==> src/srs_pkg.sv <==
// Functional notes
// - Startup runs either after the external reset pin is released or, with the pin idle, after the internal power-up reset ends.
// - The global reset is held while either the reset pin or the power-up reset is active and ends with the later release.
// - The power-up reset lasts typically 3 ms after the core supply is good and may end as early as 1.5 ms.
// - Where the variant has it, the clock-request output rises about 120 us after reset release.
// - After reset release the chip stays asleep for at least 4.2 ms in either startup case.
// - With no external reference oscillator fitted, the reference comes from a crystal on the two crystal pins.
// - With no toggling on the slow clock input, the internal slow oscillator is used instead.
package srs_pkg;
   localparam int  CLK_MHZ        = 200;
   localparam int  POR_TYP_US     = 3000;
   localparam int  POR_MIN_US     = 1500;
   localparam int  CLKREQ_US      = 120;
   localparam int  SLEEP_MIN_US   = 4200;
   localparam int  AUTOBAUD_MS    = 50;
   localparam int  POR_CYC        = POR_TYP_US * CLK_MHZ;
   localparam int  POR_MIN_CYC    = POR_MIN_US * CLK_MHZ;
   localparam int  CLKREQ_CYC     = CLKREQ_US * CLK_MHZ;
   localparam int  SLEEP_CYC      = SLEEP_MIN_US * CLK_MHZ;
   localparam int  AUTOBAUD_CYC   = AUTOBAUD_MS * 1000 * CLK_MHZ;
   localparam int  LPO_WIN_CYC    = 4096;
   localparam int  CNT_W          = 24;
   typedef enum logic [2:0] {
      SRS_RESET = 3'h0,
      SRS_SLEEP = 3'h1,
      SRS_CHECK = 3'h2,
      SRS_RUN   = 3'h3
   } srs_state_t;
endpackage

==> src/srs_edge_detect.sv <==
`timescale 1ns/1ps
`default_nettype none
module srs_edge_detect #(
   parameter int WIN_CYC = 4096
) (
   input  wire logic clk_in,
   input  wire logic rst_n_in,
   input  wire logic enable_in,
   input  wire logic sig_in,
   output var  logic seen_out
);
   logic [2:0]  sync_q, sync_d;
   logic        seen_q, seen_d;
   // sync_q[0] only feeds sync_q[1]
   always_comb begin
      sync_d = {sync_q[1:0], sig_in};
      seen_d = seen_q;
      if (!enable_in) begin
         seen_d = 1'b0;
      end else if (sync_q[2] != sync_q[1]) begin
         seen_d = 1'b1;
      end
   end
   always_ff @(posedge clk_in or negedge rst_n_in) begin
      if (!rst_n_in) begin
         sync_q <= 3'h0;
         seen_q <= 1'b0;
      end else begin
         sync_q <= sync_d;
         seen_q <= seen_d;
      end
   end
   assign seen_out = seen_q;
endmodule
`default_nettype wire

==> src/srs_top.sv <==
`timescale 1ns/1ps
`default_nettype none
module srs_top #(
   parameter int POR_CYC      = srs_pkg::POR_CYC,
   parameter int POR_MIN_CYC  = srs_pkg::POR_MIN_CYC,
   parameter int CLKREQ_CYC   = srs_pkg::CLKREQ_CYC,
   parameter int SLEEP_CYC    = srs_pkg::SLEEP_CYC,
   parameter int AUTOBAUD_CYC = srs_pkg::AUTOBAUD_CYC,
   parameter bit HAS_CLKREQ   = 1'b1
) (
   // clock and reset
   input  wire logic mclk_in,
   input  wire logic reset_n_in,
   // board side
   input  wire logic ext_reset_n_in,
   input  wire logic core_supply_good_in,
   input  wire logic ref_osc_present_in,
   input  wire logic slow_clock_input_in,
   input  wire logic uart_flow_in_n_in,
   // startup outputs
   output var  logic global_reset_n_out,
   output var  logic clk_req_out,
   output var  logic asleep_out,
   output var  logic startup_done_out,
   output var  logic use_crystal_out,
   output var  logic use_slow_oscillator_out,
   output var  logic autobaud_req_out
);
   logic [1:0]  rst_sync_q;
   logic        rst_n;
   always_ff @(posedge mclk_in or negedge reset_n_in) begin
      if (!reset_n_in) begin
         rst_sync_q <= 2'h0;
      end else begin
         rst_sync_q <= {rst_sync_q[0], 1'b1};
      end
   end
   assign rst_n = rst_sync_q[1];

   // pin and supply synchronisers, stage one feeds stage two only
   logic [1:0]  pin_q, pin_d, sup_q, sup_d;
   logic [31:0] por_q, por_d;
   logic        por_act_q, por_act_d;
   logic        grst_q, grst_d;
   always_comb begin
      pin_d     = {pin_q[0], ext_reset_n_in};
      sup_d     = {sup_q[0], core_supply_good_in};
      por_d     = por_q;
      por_act_d = por_act_q;
      if (!sup_q[1]) begin
         por_d     = 32'h0;
         por_act_d = 1'b1;
      end else if (por_act_q) begin
         // release at typical figure, never before the minimum
         if (por_q >= 32'(POR_CYC - 1) && por_q >= 32'(POR_MIN_CYC - 1)) begin
            por_act_d = 1'b0;
         end else begin
            por_d = por_q + 32'h1;
         end
      end
      grst_d = pin_q[1] & ~por_act_q;
   end
   always_ff @(posedge mclk_in or negedge rst_n) begin
      if (!rst_n) begin
         pin_q     <= 2'h0;
         sup_q     <= 2'h0;
         por_q     <= 32'h0;
         por_act_q <= 1'b1;
         grst_q    <= 1'b0;
      end else begin
         pin_q     <= pin_d;
         sup_q     <= sup_d;
         por_q     <= por_d;
         por_act_q <= por_act_d;
         grst_q    <= grst_d;
      end
   end

   // startup sequence
   srs_pkg::srs_state_t st_q, st_d;
   logic [31:0] tmr_q, tmr_d;
   logic        creq_q, creq_d;
   logic        done_q, done_d;
   logic        xtal_q, xtal_d;
   logic        slowint_q, slowint_d;
   logic        abaud_q, abaud_d;
   logic        lpo_seen;
   srs_edge_detect #(
      .WIN_CYC (srs_pkg::LPO_WIN_CYC)
   ) u_lpo (
      .clk_in    (mclk_in),
      .rst_n_in  (rst_n),
      .enable_in (st_q == srs_pkg::SRS_CHECK),
      .sig_in    (slow_clock_input_in),
      .seen_out  (lpo_seen)
   );
   always_comb begin
      st_d      = st_q;
      tmr_d     = tmr_q;
      creq_d    = creq_q;
      done_d    = done_q;
      xtal_d    = xtal_q;
      slowint_d = slowint_q;
      abaud_d   = abaud_q;
      case (st_q)
         srs_pkg::SRS_RESET: begin
            tmr_d = 32'h0;
            if (grst_q) begin
               st_d = srs_pkg::SRS_SLEEP;
            end
         end
         srs_pkg::SRS_SLEEP: begin
            tmr_d = tmr_q + 32'h1;
            if (HAS_CLKREQ && tmr_q == 32'(CLKREQ_CYC - 1)) begin
               creq_d = 1'b1;
            end
            // external clocks are taken as steady from here on
            if (tmr_q >= 32'(SLEEP_CYC - 1)) begin
               st_d   = srs_pkg::SRS_CHECK;
               xtal_d = ~ref_osc_present_in;
            end
         end
         srs_pkg::SRS_CHECK: begin
            tmr_d = tmr_q + 32'h1;
            if (lpo_seen) begin
               slowint_d = 1'b0;
               st_d      = srs_pkg::SRS_RUN;
               done_d    = 1'b1;
            end else if (tmr_q >= 32'(SLEEP_CYC + srs_pkg::LPO_WIN_CYC - 1)) begin
               slowint_d = 1'b1;
               st_d      = srs_pkg::SRS_RUN;
               done_d    = 1'b1;
            end
         end
         srs_pkg::SRS_RUN: begin
            if (tmr_q < 32'(AUTOBAUD_CYC)) begin
               tmr_d = tmr_q + 32'h1;
               // low flow-control too early selects autobaud
               if (!uart_flow_in_n_in) begin
                  abaud_d = 1'b1;
               end
            end
         end
         default: st_d = srs_pkg::SRS_RESET;
      endcase
      if (!grst_q) begin
         st_d    = srs_pkg::SRS_RESET;
         creq_d  = 1'b0;
         done_d  = 1'b0;
         abaud_d = 1'b0;
      end
   end
   always_ff @(posedge mclk_in or negedge rst_n) begin
      if (!rst_n) begin
         st_q      <= srs_pkg::SRS_RESET;
         tmr_q     <= 32'h0;
         creq_q    <= 1'b0;
         done_q    <= 1'b0;
         xtal_q    <= 1'b0;
         slowint_q <= 1'b0;
         abaud_q   <= 1'b0;
      end else begin
         st_q      <= st_d;
         tmr_q     <= tmr_d;
         creq_q    <= creq_d;
         done_q    <= done_d;
         xtal_q    <= xtal_d;
         slowint_q <= slowint_d;
         abaud_q   <= abaud_d;
      end
   end

   // outputs registered
   logic asleep_q;
   always_ff @(posedge mclk_in or negedge rst_n) begin
      if (!rst_n) begin
         asleep_q <= 1'b0;
      end else begin
         asleep_q <= (st_d == srs_pkg::SRS_SLEEP);
      end
   end
   assign global_reset_n_out      = grst_q;
   assign clk_req_out             = creq_q;
   assign asleep_out              = asleep_q;
   assign startup_done_out        = done_q;
   assign use_crystal_out         = xtal_q;
   assign use_slow_oscillator_out = slowint_q;
   assign autobaud_req_out        = abaud_q;
endmodule
`default_nettype wire

==> config.mk <==
export PLATFORM = sky130hd
export DESIGN_NAME = srs_top
export DESIGN_NICKNAME = d
export VERILOG_FILES = /design/src/srs_pkg.sv /design/src/srs_edge_detect.sv /design/src/srs_top.sv
export SDC_FILE = /design/constraint.sdc
export NUM_CORES = 1
export LEC_CHECK = 0
export BUFFER_PORTS_ARGS = -buffer_cell sky130_fd_sc_hd__buf_4
export CELL_PAD_IN_SITES_DETAIL_PLACEMENT = 1
export CELL_PAD_IN_SITES_GLOBAL_PLACEMENT = 1
export CORE_ASPECT_RATIO = 0.9
export CORE_MARGIN = 1
export CORE_UTILIZATION = 29
export CTS_CLUSTER_SIZE = 8
export DETAILED_ROUTE_END_ITERATION = 10
export PLACE_DENSITY_LB_ADDON = 0.25
export SLEW_MARGIN = 20
export SYNTH_ARGS = -nofsm -noshare
export SYNTH_HDL_FRONTEND = slang
export SYNTH_SLANG_ARGS = --single-unit
==> constraint.sdc <==
create_clock -name mclk_in -period 3.2 [get_ports mclk_in]
set_input_delay 0.64 -clock mclk_in [delete_from_list [all_inputs] [get_ports mclk_in]]
set_output_delay 0.64 -clock mclk_in [all_outputs]
set_load 0.05 [all_outputs]
======== Word-level counts from Yosys, hierarchy flattened ========
Cells that the tools add are included.
cells by class
  add/sub/neg operators ................... 2
  equality and inequality tests ........... 17
  $lt $le $gt $ge ......................... 5
  bitwise operators ....................... 3
  reductions and logical operators ........ 12
  muxes and demuxes ....................... 27
operator list
  kind                                                                  count
  two-way mux 32 bit                                                    4
  greater-or-equal comparator 32 x 20 -> 1 bit (second input constant)  3
  case mux 32 bit (3 select lines)                                      1
  adder 32 x 1 -> 32 bit (second input constant)                        2
  equality test 32 x 15 -> 1 bit (second input constant)                1
  greater-or-equal comparator 32 x 19 -> 1 bit (second input constant)  1
  less-than comparator 32 x 24 -> 1 bit (second input constant)         1
  two-way mux 1 bit                                                     17
  two-way mux 3 bit                                                     4
  inequality test 2 x 1 -> 1 bit (second input constant)                6
  case mux 3 bit (4 select lines)                                       1
  AND reduction 2 bit                                                   6
  inequality test 2 bit (second input constant)                         4
  equality test 3 x 1 -> 1 bit (second input constant)                  2
  equality test 3 x 2 -> 1 bit (second input constant)                  2
  zero test 3 bit                                                       1
  inequality test 3 x 1 -> 1 bit (second input constant)                1
  AND reduction 3 bit                                                   1
  nonzero test 3 bit                                                    1
  NOT 1 bit                                                             2
  nonzero test 2 bit                                                    1
  OR reduction 2 bit                                                    1
  AND 1 bit                                                             1
  logical AND 1 bit                                                     1
  inequality test 1 bit                                                 1
storage, ports and cells
  register bits ........................... 85
  output and inout port bits .............. 7
  bits of input ports ..................... 7

======== Longest topological paths before layout ========
  depth in word-level cells ............... 6
  gate-level depth with buffers ........... 8
  gate-level depth less buffers ........... 7

======== Hierarchy ========
A second synthesis with hierarchy kept.
unflattened totals
  cells, all modules ...................... 450
  area, all modules ....................... 4,251.6 µm²
by module, submodules not included
  module           instances  area an instance (µm²)  cells an instance
  srs_top          1          4,135.2                 444
  srs_edge_detect  1          116.4                   6

======== Least setup slack after synthesis ========
Ideal clock, no wire load.
  kind .................................... register -> register
  start point ............................. register tmr_q[0]
  end point ............................... register tmr_q[24]
  path buffers ............................ 1
  setup slack ............................. 1,245 ps
  stages on the path, launching flop included .. 9
  library setup time ...................... 132 ps
  data arrival time ....................... 1,823 ps
  path through ............................ dfrtp_1 > ha_1 > nand3_2 > or3_4 > nand2b_4 > buf_6 > nor4b_4 > xnor2_1 > nor2_1
on the way
  longest elaborated chain between the ends .. 3
  elaborated cells on any way between the ends .. 6
  those cells by class .................... add/sub: 1; order compare: 1; eq/ne: 1; mux: 2; reduce/logical: 1
ends and longest elaborated chain
  what                                                                             RTL line        source
  start, declared                                                                  srs_top.sv:81   logic [31:0] tmr_q, tmr_d;
  start signal, assigned                                                           srs_top.sv:164  tmr_q <= tmr_d;
  adder 32 x 1 -> 32 bit or less-than comparator 32 x 24 -> 1 bit (tied branches)  --
  two-way mux 32 bit or inequality test 2 bit (tied branches)                      --
  case mux 32 bit (3 select lines) or AND reduction 2 bit (tied branches)          --
Several ways; a longest one is shown, not always the timed one. The select of a mux whose other input is x is not followed.
A chain may end at the register's enable or synchronous reset.

======== Worst setup path in the final report ========
  start point ............................. register tmr_q[22]
  end point ............................... register tmr_q[21]
on the way
  longest elaborated chain between the ends .. 3
ends and longest elaborated chain
  what                                    RTL line        source
  less-than comparator 32 x 24 -> 1 bit   srs_top.sv:136  if (tmr_q < 32'(AUTOBAUD_CYC)) begin
  inequality test 2 bit (no source line)  --
  AND reduction 2 bit (no source line)    --
Every way passes these cells.

==> results.toml <==
[outcome]
status = "completed"

[worst_setup_path]
worstReg2RegStart = "tmr_q[22]$_DFFE_PN0P_"
r2r_slack_ps = 700
cp_num_buf_inv = 1
reg2regPathDepth = 7
cp_cell_sequence = "or2_2, nor4_1, a21o_1, buf_4, nor3_1, xnor2_1, nor2_1"
slowest_stage = "a21o_1"
crit_arrival_ps = 2700
cp_top_family = "simple AND/OR/NAND/NOR gates"
crit_path_end_kind = "register"
required_ps = 3410
slowest_delay_ps = 610
path_max_fanout = 18
crit_type = "register to register"
start_kind = "register"
r2r_end = "tmr_q[21]$_DFFE_PN0P_"

[power_and_ir_drop]
powerDensity_nw_per_um2 = 455
power_uw = 2230
power.leakage_uw = 0.00202
ir_worst_vdd_v = 0.000263

[route]
num_vias = 3051
antenna_left = 0
wl_per_cell_um = 15.2
viasPerCell = 4.90
dr.first_iter.drc_count = 95
dr.pass1.iters = 4
drc = 0
routed_wirelength_mm = 9.47

[floorplanning]
start_util = 0.302
dieArea_um2 = 15400
die_x_um = 130
core_area_um2 = 14300
die_h_um = 118
ios = 14
rows = 41

[placed_design]
gp_congestion = 0.796
io_buffer_count = 13
place_inst = 606
post-place-ws_ps = 697
placed_cell_area_um2 = 4560
place_hpwl_mm = 6.26

[synth]
synthesis.nets = 429
seq_area_frac_synth = 0.494
yosys_warnings = 0
ys_types = 59
synth.avg_cell_area_um2 = 10.3
syn_area_um2 = 4310
async_flop_share = 1.00
synthCells = 420
synth_edf_count = 0
synthFlopType = "dfrtp_1"
synth_seq_cells = 85

[cells_and_area]
syn_to_final_growth_pct = 13.6
fillerInstances = 1666
fin_nets = 434
final_cell_mix = "83 x dfrtp_1, 39 x nor2_1, 29 x xnor2_1, 27 x nand2_1, 24 x nor3_1"
final_area_um2 = 4890
layout_commonest_cell = "dfrtp_1"
antenna_cells = 0
drive_above_1_share = 0.144
final-instance-count-excl-fill = 623

[timing]
setup_viol = 0
drv_slew = 0
hold_viol_final = 0
fmax_ghz = 0.400
worstMarginPinSlew_ps = 947
setup_ws_ps = 702
fin_crit_sh = 0.781
rsz0062_at_grt = "no"
clock_skew_ps = 7.64
slew_headroom = 0.369
period_needed_ps = 2500
fin_setup_tns_ps = 0

[flow_run]
drv_cap = 0

[grt]
track_usage = 0.133
grt_first_pass_wirelength_mm = 16.2
antenna_found_initial = 0
grt_overflow = 0
grt_max_degree = 84
grt_pass1_vias = 3172

[clock_network]
cts_sinks = 85
clk_pin_slew_ps = 60
tritoncts = "done"
clockBufferDepth = 2
cts-root-buf = "clkbuf_16"
cts_buffers = 9
cts_resized = 0
h-tree-depth = 3
hold_buffers = 0
clkLatencyLatePin_ps = 340
cts_setup_buffers = 0

[worst_hold_path]
min_path_type = "primary input to async pin"
how the worst max path moves through the flow:
| stage | startpoint | end | slack, ps | depth (start not counted) |
|---|---|---|---|---|
| final | tmr_q[22]$_DFFE_PN0P_ | tmr_q[21]$_DFFE_PN0P_ | 700 | 7 |
| after global routing | tmr_q[22]$_DFFE_PN0P_ | tmr_q[29]$_DFFE_PN0P_ | 500 | 7 |
| after CTS | tmr_q[22]$_DFFE_PN0P_ | tmr_q[21]$_DFFE_PN0P_ | 690 | 7 |
| after detailed placement | tmr_q[22]$_DFFE_PN0P_ | tmr_q[21]$_DFFE_PN0P_ | 700 | 7 |
| after global placement | tmr_q[22]$_DFFE_PN0P_ | tmr_q[19]$_DFFE_PN0P_ | 750 | 7 |
| after floorplan | rst_sync_q[1]$_DFF_PN0_ | asleep_out$_DFF_PN0_ | 660 | 0 |
sequential cells by signal, summed over array words and instances, names as in the netlist, 2 cells and up:
| name | flops |
|---|---|
| sup_q | 2 |
| u_lpo.sync_q | 3 |
| tmr_q | 32 |
| por_q | 32 |
| pin_q | 2 |
| st_q | 3 |
| rst_sync_q | 2 |
power breakdown:
group | switching, uW | internal [uW]
Combinational | 35.3 | 18.9
Sequential | 19.1 | 1090
Clock | 423 | 645
Total | 478 | 1750
cell families (layout without fill, tap and decap cells):
logic type,after synthesis,in the layout,share of synthesized area
adder cells (fa/ha/maj),2,2,0.00581
AO/OA/AOI/OAI,42,42,0.0636
buffers and inverters,33,43,0.0366
other,2,2,0.00174
XOR/XNOR,39,39,0.0793
AND/OR/NAND/NOR,212,212,0.307
flip-flops,85,85,0.494
multiplexers,5,5,0.0116
layer usage:
layer,share of wire,vias to the layer above,track usage
li1,-,1472,-
met1,0.49,1543,0.178
met2,0.47,27,0.216
met5,0,-,0
met4,0.0098,0,0.0345
met3,0.025,9,0.0300
metrics by stage:
stage / hold slack, ps / util
global placement: 335 / 0.320
detailed placement: 338 / 0.320
global route: 55.7 / 0.343
floorplan: 331 / -
CTS: 56.9 / 0.341
finish: 67.8 / 0.343
cells in the mapped netlist, types with 4 or more instances:
library cell	n	area, um^2
nor4_1	11	68.8
or3_1	7	43.8
nor2_1	39	146
nand2_1	27	101
nor3_1	25	125
o21ai_0	14	70.1
inv_1	9	33.8
dfrtp_1	84	2100
and2_1	23	144
nand3_1	19	95.1
nor3b_1	6	45.0
nor4_2	7	87.6
clkbuf_1	14	52.6
nor4b_2	4	60.1
a21oi_1	6	30.0
nand2b_1	5	31.3
a21boi_1	4	30.0
xor2_1	10	87.6
xnor2_1	29	254
buf_2	6	30.0
mux2i_1	5	50.1
nor2b_1	5	31.3
nand4_1	11	68.8
area by class of cell:
| cell class | count | area, um^2 | area share |
|---|---|---|---|
| Inverter | 9 | 33.8 | 0.00690 |
| Sequential cell | 85 | 2130 | 0.436 |
| Clock inverter | 4 | 47.5 | 0.00971 |
| Tap cell | 193 | 241 | 0.0493 |
| Clock buffer | 12 | 256 | 0.0524 |
| Multi-Input combinational cell | 302 | 2030 | 0.414 |
| Timing Repair Buffer | 18 | 155 | 0.0317 |
(Power assumes the default switching activity.)
